File: config.mk
export PLATFORM = sky130hd
export DESIGN_NAME = tsc_top
export DESIGN_NICKNAME = d
export VERILOG_FILES = /design/src/hdl/tsc_pkg.sv /design/src/hdl/tsc_trip_reg.sv /design/src/hdl/tsc_hyst_flag.sv /design/src/hdl/tsc_top.sv
export SDC_FILE = /design/constraint.sdc
export NUM_CORES = 1
export LEC_CHECK = 0
export ABC_AREA = 1
export BUFFER_PORTS_ARGS = -buffer_cell sky130_fd_sc_hd__buf_2
export CAP_MARGIN = 10
export CORE_UTILIZATION = 30
export CTS_CLUSTER_DIAMETER = 100
export DETAILED_ROUTE_END_ITERATION = 8
export GPL_TIMING_DRIVEN = 0
export PLACE_DENSITY = 0.49
export SYNTH_ARGS = -nofsm -noshare
export SYNTH_HDL_FRONTEND = slang
export SYNTH_SLANG_ARGS = --single-unit
File: constraint.sdc
create_clock -name hclk -period 4.3 [get_ports hclk]
set_input_delay 0.86 -clock hclk [delete_from_list [all_inputs] [get_ports hclk]]
set_output_delay 0.86 -clock hclk [all_outputs]
set_load 0.03 [all_outputs]
File: src/hdl/tsc_pkg.sv
// tsc_pkg: shared constants and types of the temperature trip comparator
package tsc_pkg;

	// ************************************************************
	// register indices (byte address is four times the index)
	// ************************************************************
	localparam logic [5:0] IDX_CONFIG = 6'h01;
	localparam logic [5:0] IDX_UPPER  = 6'h02;
	localparam logic [5:0] IDX_LOWER  = 6'h03;
	localparam logic [5:0] IDX_CRIT   = 6'h04;
	localparam logic [5:0] IDX_TEMP   = 6'h05;

	// ************************************************************
	// field positions
	// ************************************************************
	localparam int TRIP_MSB   = 12;
	localparam int TRIP_LSB   = 2;
	localparam int TRIP_W     = TRIP_MSB - TRIP_LSB + 1;
	localparam int TEMP_W     = 13;
	localparam int FLAG_BELOW = 13;
	localparam int FLAG_ABOVE = 14;
	localparam int FLAG_CRIT  = 15;
	localparam int HYST_LSB   = 9;
	localparam int HYST_MSB   = 10;

	// ************************************************************
	// values after reset
	// ************************************************************
	localparam logic [10:0] TRIP_RESET = 11'h000;
	localparam logic [12:0] TEMP_RESET = 13'h0000;
	localparam logic [1:0]  HYST_RESET = 2'h0;

	// ************************************************************
	// hysteresis widths in reading steps of 1/16 degree
	// ************************************************************
	localparam logic [13:0] HYST_DLT_OFF = 14'h0000;
	localparam logic [13:0] HYST_DLT_1P5 = 14'h0018;
	localparam logic [13:0] HYST_DLT_3   = 14'h0030;
	localparam logic [13:0] HYST_DLT_6   = 14'h0060;

	typedef enum logic [1:0] {
		TSC_HYST_OFF,
		TSC_HYST_1P5,
		TSC_HYST_3,
		TSC_HYST_6
	} tsc_hyst_t;

	// ************************************************************
	// ahb-lite
	// ************************************************************
	localparam logic [1:0] HRESP_OKAY = 2'h0;

endpackage

File: src/hdl/tsc_trip_reg.sv
// tsc_trip_reg: one trip-point register with its reserved bits masked
`timescale 1ns/1ns
`default_nettype none

module tsc_trip_reg
	import tsc_pkg::*;
(
	// clock and reset
	input  wire logic               hclk,
	input  wire logic               hresetn,
	// write side
	input  wire logic               wr_en,
	input  wire logic [15:0]        wr_data,
	// stored value and its read image
	output logic      [TRIP_W-1:0]  value_q,
	output logic      [15:0]        rd_word
);

	// only the value field is stored, so reserved bits cannot echo back
	always_ff @(posedge hclk or negedge hresetn) begin
		if (!hresetn) begin
			value_q <= TRIP_RESET;
		end else if (wr_en) begin
			value_q <= wr_data[TRIP_MSB:TRIP_LSB];
		end
	end

	assign rd_word = {3'h0, value_q, 2'h0};

endmodule
`default_nettype wire

File: src/hdl/tsc_hyst_flag.sv
// tsc_hyst_flag: one signed threshold flag with optional hysteresis band
`timescale 1ns/1ns
`default_nettype none

module tsc_hyst_flag #(
	parameter bit ABOVE = 1'b1
) (
	// clock and reset
	input  wire logic        hclk,
	input  wire logic        hresetn,
	// evaluation
	input  wire logic        eval,
	input  wire logic [12:0] sample,
	input  wire logic [12:0] limit,
	input  wire logic [13:0] hyst,
	// result
	output logic             flag_q
);

	// one extra bit so limit minus band never wraps
	wire logic signed [13:0] s_x  = $signed({sample[12], sample});
	wire logic signed [13:0] l_x  = $signed({limit[12], limit});
	wire logic signed [13:0] l_lo = l_x - $signed(hyst);

	wire logic set_c = ABOVE ? (s_x > l_x) : (s_x < l_lo);
	wire logic clr_c = ABOVE ? (s_x <= l_lo) : (s_x >= l_x);

	// inside the band the flag keeps its last state
	wire logic flag_d = set_c ? 1'b1 : (clr_c ? 1'b0 : flag_q);

	always_ff @(posedge hclk or negedge hresetn) begin
		if (!hresetn) begin
			flag_q <= 1'b0;
		end else if (eval) begin
			flag_q <= flag_d;
		end
	end

endmodule
`default_nettype wire

File: src/hdl/tsc_top.sv
// tsc_top: trip-point registers, reading register and flag logic over ahb-lite
`timescale 1ns/1ns
`default_nettype none

// Contract
// - readings and trip points are two's-complement so negative temperatures compare right
// - upper and lower limits bound the alarm window in 0.25 degree steps
// - reserved trip register bits always read back zero
// - lower limit value in bits 12..2, zeros above, reserved bits below
// - upper limit uses the same layout as the lower limit
// - critical limit uses the same step and layout as the limits
// - reading register is read-only; writes change nothing
// - reading occupies bits 12..0 in 0.0625 degree steps
// - reading bit 12 weighs -256 degrees and is the sign position
// - top three reading register bits report the three threshold comparisons
// - bit 13 set below lower limit minus the hysteresis band, clear at or above lower limit
// - bit 14 set above the window, clear at or below upper limit minus the hysteresis band
// - bit 15 set above critical limit, clear at or below it
// - window flags use hysteresis below the lower and upper limits
// - hysteresis code 00 off, 01 1.5, 10 3, 11 6 degrees
module tsc_top
	import tsc_pkg::*;
(
	// clock and reset
	input  wire logic        hclk,
	input  wire logic        hresetn,

	// ahb-lite slave
	input  wire logic        hsel,
	input  wire logic [31:0] haddr,
	input  wire logic [1:0]  htrans,
	input  wire logic        hwrite,
	input  wire logic [2:0]  hsize,
	input  wire logic [31:0] hwdata,
	input  wire logic        hready,
	output logic             hreadyout,
	output logic [1:0]       hresp,
	output logic [31:0]      hrdata,

	// conversion result from the sensing core
	input  wire logic        conv_valid,
	input  wire logic [12:0] conv_value,

	// flag outputs toward the event logic
	output logic             below_window,
	output logic             above_window,
	output logic             above_critical
);

	// ************************************************************
	// address phase capture
	// ************************************************************

	// hsize is not checked: only whole-word transfers are issued
	wire logic       addr_take = hsel && hready && htrans[1];
	wire logic [5:0] addr_idx  = haddr[7:2];
	wire logic       addr_hit  = (haddr[31:8] == 24'h000000);

	logic       wr_pend_q;
	logic       rd_pend_q;
	logic [5:0] ph_idx_q;
	logic       ph_hit_q;

	always_ff @(posedge hclk or negedge hresetn) begin
		if (!hresetn) begin
			wr_pend_q <= 1'b0;
			rd_pend_q <= 1'b0;
		end else begin
			wr_pend_q <= addr_take && hwrite;
			rd_pend_q <= addr_take && !hwrite;
		end
	end

	always_ff @(posedge hclk or negedge hresetn) begin
		if (!hresetn) begin
			ph_idx_q <= 6'h00;
			ph_hit_q <= 1'b0;
		end else if (addr_take) begin
			ph_idx_q <= addr_idx;
			ph_hit_q <= addr_hit;
		end
	end

	// ************************************************************
	// data phase strobes
	// ************************************************************

	// a read takes one wait state so a write just before it is seen
	assign hreadyout = !rd_pend_q;
	assign hresp     = HRESP_OKAY;

	wire logic wr_cfg   = wr_pend_q && ph_hit_q && (ph_idx_q == IDX_CONFIG);
	wire logic wr_upper = wr_pend_q && ph_hit_q && (ph_idx_q == IDX_UPPER);
	wire logic wr_lower = wr_pend_q && ph_hit_q && (ph_idx_q == IDX_LOWER);
	wire logic wr_crit  = wr_pend_q && ph_hit_q && (ph_idx_q == IDX_CRIT);

	// ************************************************************
	// hysteresis setting
	// ************************************************************

	tsc_hyst_t hyst_q;

	always_ff @(posedge hclk or negedge hresetn) begin
		if (!hresetn) begin
			hyst_q <= tsc_hyst_t'(HYST_RESET);
		end else if (wr_cfg) begin
			hyst_q <= tsc_hyst_t'(hwdata[HYST_MSB:HYST_LSB]);
		end
	end

	logic [13:0] hyst_dlt;

	always_comb begin
		case (hyst_q)
			TSC_HYST_1P5: hyst_dlt = HYST_DLT_1P5;
			TSC_HYST_3:   hyst_dlt = HYST_DLT_3;
			TSC_HYST_6:   hyst_dlt = HYST_DLT_6;
			default:      hyst_dlt = HYST_DLT_OFF;
		endcase
	end

	wire logic [15:0] cfg_word = {5'h00, hyst_q, 9'h000};

	// ************************************************************
	// trip-point registers: upper, lower, critical
	// ************************************************************

	wire logic [2:0] trip_wr = {wr_crit, wr_lower, wr_upper};

	logic [TRIP_W-1:0] trip_val [3];
	logic [15:0]       trip_rd  [3];

	genvar gi;
	generate
		for (gi = 0; gi < 3; gi++) begin : g_trip
			tsc_trip_reg u_trip (
				.hclk    (hclk),
				.hresetn (hresetn),
				.wr_en   (trip_wr[gi]),
				.wr_data (hwdata[15:0]),
				.value_q (trip_val[gi]),
				.rd_word (trip_rd[gi])
			);
		end
	endgenerate

	// trip steps are a quarter degree, the reading a sixteenth:
	// two zero bits below the trip field line the scales up
	wire logic [12:0] lim_upper = {trip_val[0], 2'h0};
	wire logic [12:0] lim_lower = {trip_val[1], 2'h0};
	wire logic [12:0] lim_crit  = {trip_val[2], 2'h0};

	// ************************************************************
	// current reading
	// ************************************************************

	logic [TEMP_W-1:0] reading_q;

	// only the sensing core updates this, never the bus
	always_ff @(posedge hclk or negedge hresetn) begin
		if (!hresetn) begin
			reading_q <= TEMP_RESET;
		end else if (conv_valid) begin
			reading_q <= conv_value;
		end
	end

	// ************************************************************
	// comparison flags
	// ************************************************************

	logic below_q;
	logic above_q;
	logic crit_q;

	// flags judge the fresh sample so they line up with reading_q
	tsc_hyst_flag #(
		.ABOVE (1'b0)
	) u_below (
		.hclk    (hclk),
		.hresetn (hresetn),
		.eval    (conv_valid),
		.sample  (conv_value),
		.limit   (lim_lower),
		.hyst    (hyst_dlt),
		.flag_q  (below_q)
	);

	tsc_hyst_flag #(
		.ABOVE (1'b1)
	) u_above (
		.hclk    (hclk),
		.hresetn (hresetn),
		.eval    (conv_valid),
		.sample  (conv_value),
		.limit   (lim_upper),
		.hyst    (hyst_dlt),
		.flag_q  (above_q)
	);

	// the critical flag has no band: equal reads as not above
	tsc_hyst_flag #(
		.ABOVE (1'b1)
	) u_crit (
		.hclk    (hclk),
		.hresetn (hresetn),
		.eval    (conv_valid),
		.sample  (conv_value),
		.limit   (lim_crit),
		.hyst    (HYST_DLT_OFF),
		.flag_q  (crit_q)
	);

	assign below_window   = below_q;
	assign above_window   = above_q;
	assign above_critical = crit_q;

	// ************************************************************
	// reading register image
	// ************************************************************

	logic [15:0] temp_word;

	always_comb begin
		temp_word                         = {3'h0, reading_q};
		temp_word[FLAG_BELOW]             = below_q;
		temp_word[FLAG_ABOVE]             = above_q;
		temp_word[FLAG_CRIT]              = crit_q;
	end

	// ************************************************************
	// read multiplexer
	// ************************************************************

	wire logic sel_cfg   = ph_hit_q && (ph_idx_q == IDX_CONFIG);
	wire logic sel_upper = ph_hit_q && (ph_idx_q == IDX_UPPER);
	wire logic sel_lower = ph_hit_q && (ph_idx_q == IDX_LOWER);
	wire logic sel_crit  = ph_hit_q && (ph_idx_q == IDX_CRIT);
	wire logic sel_temp  = ph_hit_q && (ph_idx_q == IDX_TEMP);

	// unmapped words read as zero with an okay answer
	wire logic [15:0] rd_mux =
		sel_cfg   ? cfg_word   :
		sel_upper ? trip_rd[0] :
		sel_lower ? trip_rd[1] :
		sel_crit  ? trip_rd[2] :
		sel_temp  ? temp_word  :
		16'h0000;

	logic [31:0] hrdata_q;

	always_ff @(posedge hclk or negedge hresetn) begin
		if (!hresetn) begin
			hrdata_q <= 32'h00000000;
		end else if (rd_pend_q) begin
			hrdata_q <= {16'h0000, rd_mux};
		end
	end

	assign hrdata = hrdata_q;

endmodule
`default_nettype wire

-- Word level (Yosys, flattened, before mapping)
Index checks and enable logic that the tools add are counted.
- $lt $le $gt $ge: 6
- reductions and logical operators: 23
- equal/unequal tests: 8
- $add $sub $neg: 2
- multiplexer cells: 12
- operator list (operator ; count):
    two-way mux 16 bit ; 5
    subtractor 13 x 8 -> 14 bit ; 2
    greater-than comparator 13 bit ; 2
    zero test 24 bit ; 1
    one-hot mux 7 bit (3 select lines) ; 1
    less-or-equal comparator 13 x 14 -> 1 bit ; 1
    logical AND 1 bit ; 14
    < comparator 13 x 14 -> 1 bit ; 1
    greater-or-equal comparator 13 bit ; 1
    less-or-equal comparator 13 bit ; 1
    == test 6 x 2 -> 1 bit, second input constant ; 2
    == test 6 x 3 -> 1 bit, second input constant ; 2
    == test 6 x 1 -> 1 bit, second input constant ; 1
    two-way mux 1 bit ; 6
    AND reduction 2 bit ; 3
    nonzero test 2 bit ; 3
    == test 2 bit, second input constant ; 2
    == test 2 x 1 -> 1 bit, second input constant ; 1
    zero test 1 bit ; 2
- output and inout port bits: 38
- word-level logic and storage cells: 64
- input bits: 88
- flip-flop bits (word level): 76

-- Depth between registers and ports, before layout
- word-level depth: 7
- mapped depth: 22
- depth with buffers taken out: 22

-- Cells and area by module
A second synthesis with hierarchy kept.
- cell total of the unflattened synthesis: 1178
- area, all modules: 8251.7 µm²
- modules (own cells, without submodules) (module ; cells an instance ; times used ; seq. area each (µm²) ; area each (µm²)):
    tsc_top ; 310 ; 1 ; 1001.0 ; 2346.0
    tsc_trip_reg ; 64 ; 3 ; 275.3 ; 545.5
    tsc_hyst_flag at u_above ; 224 ; 1 ; 25.0 ; 1441.4
    tsc_hyst_flag at u_crit ; 230 ; 1 ; 25.0 ; 1427.6
    tsc_hyst_flag at u_below ; 222 ; 1 ; 25.0 ; 1400.1

-- Least setup slack after synthesis
OpenSTA, ideal clock, no wires.
- path kind: register -> register
- start point: reg hyst_q[1]
- end point: reg u_below.flag_q
- setup time: 0.118 ns
- data required time: 4.182 ns
- clock period less this slack: 2.778 ns
- cell stages (with the launch flop): 20
- arrival: 2.660 ns
- path buffers: 0
- setup slack: 1.522 ns
- cell sequence: dfrtp_1 > inv_1 > ha_1 > ha_1 > inv_1 > fa_1 > nand3_1 > nand2_1 > nor3_2 > nand3_1 > o21ai_1 > inv_1 > ha_1 > nand4_1 > nor3_1 > nand2_1 > nand3_1 > a21oi_1 > nand2_1 > nand2_1
- word-level cells in the longest chain between the ends: 6
- elaborated cells between the ends (all ways): 9
- classes of those cells: 1 x add/sub; 1 x order compare; 3 x eq/ne; 2 x mux; 2 x reduce/logical
- RTL lines (element ; RTL line ; text):
    from (decl) ; tsc_top.sv:101 ; tsc_hyst_t hyst_q;
    from (signal assigned) ; tsc_top.sv:105 ; hyst_q <= tsc_hyst_t'(HYST_RESET);
    from (signal assigned) ; tsc_top.sv:107 ; hyst_q <= tsc_hyst_t'(hwdata[HYST_MSB:HYST_LSB]);
    == test 2 bit / == test 2 x 1 -> 1 bit (equally long branches) ; tsc_top.sv:114 ; case (hyst_q)
    one-hot mux 7 bit (3 select lines) * ; tsc_top.sv:114 ;
    subtractor 13 x 8 -> 14 bit * ; tsc_hyst_flag.sv:23 ; wire logic signed [13:0] l_lo = l_x - $signed(hyst);
    < comparator 13 x 14 -> 1 bit * ; tsc_hyst_flag.sv:25 ; wire logic set_c = ABOVE ? (s_x > l_x) : (s_x < l_lo);
    nonzero test 2 bit (no source line) ; -- ;
    AND reduction 2 bit (no source line) ; -- ;
    to (signal assigned) ; tsc_hyst_flag.sv:35 ; flag_q <= flag_d;
    to (decl) ; tsc_hyst_flag.sv:17 ; output logic flag_q
Every way passes the cells marked *; elsewhere a longest branch is shown, timed or not.
A chain may end at the register's enable or synchronous reset.

-- Worst setup path in the final report
Same ends and word-level chain as after synthesis.

==> flow_metrics.tcl <==
set metrics [dict create \
    outcome "finished, final reports clean" \
    cts_hold_buf 0 \
    placedInstanceArea_um2 6220 \
    slew_headroom_pct 66.3 \
    finalMaxSlewViolations 0 \
    cp_data_arrival_time_ns 3.51 \
    max_freq_ghz 0.305 \
    dr.pass1.iters 4 \
    power.density_nw_per_um2 281 \
    rsz0062_at_grt "false" \
    syn_area_um2 5450 \
    clockRootBuffer "clkbuf_16" \
    ys_warn_count 0 \
    cts_resized 0 \
    setup_tns_ns 0 \
    grt_overflow_total 0 \
    worstSetupPathType "register to register" \
    setup_viol 0 \
    async_reset_ff_share_pct 100 \
    final_cell_area_um2 6510 \
    area_growth_pct 19.5 \
    worst_slew_pin_slew_ns 0.505 \
    viasPerCell 4.49 \
    skew_ns 0.00556 \
    required_ns 4.53 \
    clkSinkCount 76 \
    post-route-period-util_pct 76.1 \
    yosysSeqAreaShare_pct 34.9 \
    cts_setup_buffers 0 \
    cellLeakagePower_nw 3.82 \
    clk_pin_slew_ns 0.06 \
    worstReg2RegEnd "u_below.flag_q$_DFFE_PN0P_" \
    detail-route-antenna-nets 0 \
    diodes 0 \
    synth-edff-count 0 \
    crit_chain "inv_1, ha_1, ha_1, inv_1, fa_1, nand3_1, nand2_1, nor3_2, nand3_1, o21ai_1, inv_1, ha_1, nand4_1, nor3_1, nand2_1, nand3_1, a21oi_1, nand2_1, nand2_1" \
    cts_buffers 9 \
    instances_no_fill 1021 \
    insertion_delay_ns 0.34 \
    die_h_um 137 \
    synthFlopType "dfrtp_1" \
    r2r_setup_slack_ns 1.03 \
    slowest_delay_ns 0.44 \
    crit_slowest_cell "dfrtp_1" \
    initial_core_util_pct 31.1 \
    die-area_um2 18700 \
    synth_seq_cells 76 \
    wire_per_inst_um 14.6 \
    reg2regPathDepth 19 \
    syn-mean-instance-area_um2 7.97 \
    yosysUniqueCellTypes 40 \
    finalCriticalPeriod_ns 3.27 \
    grt_pass1_wl_um 23500 \
    r2r_start "hyst_q[1]$_DFFE_PN0P_" \
    utilization_pct 37.1 \
    hold_slack_ns 0.346 \
    track_usage_pct 17.1 \
    antenna_found_initial 0 \
    core_um2 17500 \
    initialDrtViolationCount 214 \
    critPathCaptureType "register" \
    worstHoldPathType "primary input to asynchronous set/reset pin" \
    hold_violations 0 \
    cts_buffer_depth 2 \
    max_cap_viol_count 0 \
    synth_cells 684 \
    h-tree-depth 3 \
    grt_max_degree 68 \
    worst_ir_drop_vdd_v 0.000179 \
    gp_congestion 0.817 \
    drc_errors 0 \
    io_pins 126 \
    drive_gt1_share_pct 21.6 \
    cts_tree "yes" \
    via_count 4581 \
    routed_wl_um 14900 \
    layout.nets 947 \
    worstSetupStartpointType "register" \
    grt_pass1_vias 4271 \
    num_rows 48 \
    hpwl_um 12400 \
    critPathBufInv 3 \
    worst_path_most_repeated_cell "nand2_1" \
    cp_max_fo 4 \
    cp_top_family "simple AND/OR/NAND/NOR gates" \
    place_inst 1006 \
    fp.dieW_um 137 \
    io_buffer_count 79 \
]
-- stage by stage --
stage / power [mW] / worst slack, ns
global route: 1.92 / 0.713
floorplan: 0.979 / 1.52
detailed placement: 1.10 / 1.06
CTS: 1.85 / 1.03
global placement: 1.09 / 1.04
finish: 1.83 / 1.03
-- flip-flops by register name, indices dropped and copies added, names as in the netlist, 2 cells and up --
signal	cells
hrdata	16
hyst_q	2
ph_idx_q	6
reading_q	13
g_trip.u_trip.value_q	33
-- worst register-to-register path, stage by stage (launching register included) --
cell and delay (ns):
dfrtp_1 0.44, inv_1 0.14, ha_1 0.21, ha_1 0.15, inv_1 0.06, fa_1 0.41
nand3_1 0.10, nand2_1 0.11, nor3_2 0.18, nand3_1 0.16, o21ai_1 0.15, inv_1 0.06
ha_1 0.33, nand4_1 0.14, nor3_1 0.16, nand2_1 0.09, nand3_1 0.08, a21oi_1 0.06
nand2_1 0.08, nand2_1 0.05
-- routing by layer --
| layer | up-vias | track usage [%] | routed length [µm] |
|---|---|---|---|
| li1 | 2427 | - | - |
| met1 | 2053 | 24.0 | 7420 |
| met2 | 93 | 27.1 | 6830 |
| met3 | 8 | 3.22 | 532 |
| met4 | 0 | 3.66 | 131 |
| met5 | - | 0 | 0 |
-- cells in the final DEF (no fill, tap or decap), types with 4 or more instances in the layout --
cell type	n
buf_2	81
nand2_2	5
nand4_1	11
inv_2	4
xor2_1	12
ha_1	65
nor4_1	7
clkbuf_1	5
a21oi_1	36
nor2_1	29
buf_4	20
o21ai_0	35
inv_1	95
nor3_2	4
o21ai_2	22
dfrtp_1	76
buf_6	7
conb_1	18
o21ai_1	24
clkbuf_16	9
o22ai_1	9
nand3_1	24
nand2_1	161
-- Yosys cell counts, types with 9 or more instances --
cell type  instances  area [µm²]
nand3_1           24         120
nand2_1          161         604
nand4_1           11        68.8
ha_1              65         813
o21ai_2           22         193
inv_1             95         357
a21oi_1           36         180
nor2_1            29         109
o22ai_1            9        56.3
dfrtp_1           76        1900
buf_4             19         143
xor2_1            12         105
o21ai_0           35         175
o21ai_1           24         120
-- where the power goes --
part / internal [mW] / leakage, nW / switching (mW)
Clock: 0.447 / 0.142 / 0.304
Sequential: 0.751 / 0.834 / 0.0254
Combinational: 0.108 / 2.85 / 0.194
-- kinds of logic after synthesis --
| group | after synthesis | share of synthesized area [%] |
|---|---|---|
| and+or+nand+nor | 253 | 20.3 |
| buffers and inverters | 137 | 11.8 |
| AOI/OAI and AO/OA | 135 | 14.8 |
| DFF | 76 | 34.9 |
| adders and majority gates | 67 | 15.7 |
| xor gates and xnor gates | 15 | 2.41 |
| other | 1 | 0.0688 |
-- final cells by class --
class                   instances  area, µm²
multi-input cells             488       2970
clock inverters                 6       65.1
flip-flops and latches         76       1900
plain buffers                  35        260
repair buffers                 80        425
well taps                     225        282
inverters                     102        383
fillers                      1868      11000
clock buffers                   9        225
-- worst max-delay path by stage --
stage | depth (start not counted) | slack (ns) | endpoint | startpoint
2_1_floorplan | 19 | 1.52 | u_below.flag_q$_DFFE_PN0P_ | hyst_q[1]$_DFFE_PN0P_
3_3_place_gp | 19 | 1.04 | u_below.flag_q$_DFFE_PN0P_ | hyst_q[1]$_DFFE_PN0P_
3_5_place_dp | 19 | 1.06 | u_below.flag_q$_DFFE_PN0P_ | hyst_q[1]$_DFFE_PN0P_
4_1_cts | 19 | 1.03 | u_below.flag_q$_DFFE_PN0P_ | hyst_q[1]$_DFFE_PN0P_
5_1_grt | 19 | 0.71 | u_below.flag_q$_DFFE_PN0P_ | hyst_q[1]$_DFFE_PN0P_
6_report | 19 | 1.03 | u_below.flag_q$_DFFE_PN0P_ | hyst_q[1]$_DFFE_PN0P_
No activity file was read; power rests on OpenSTA's default activity.
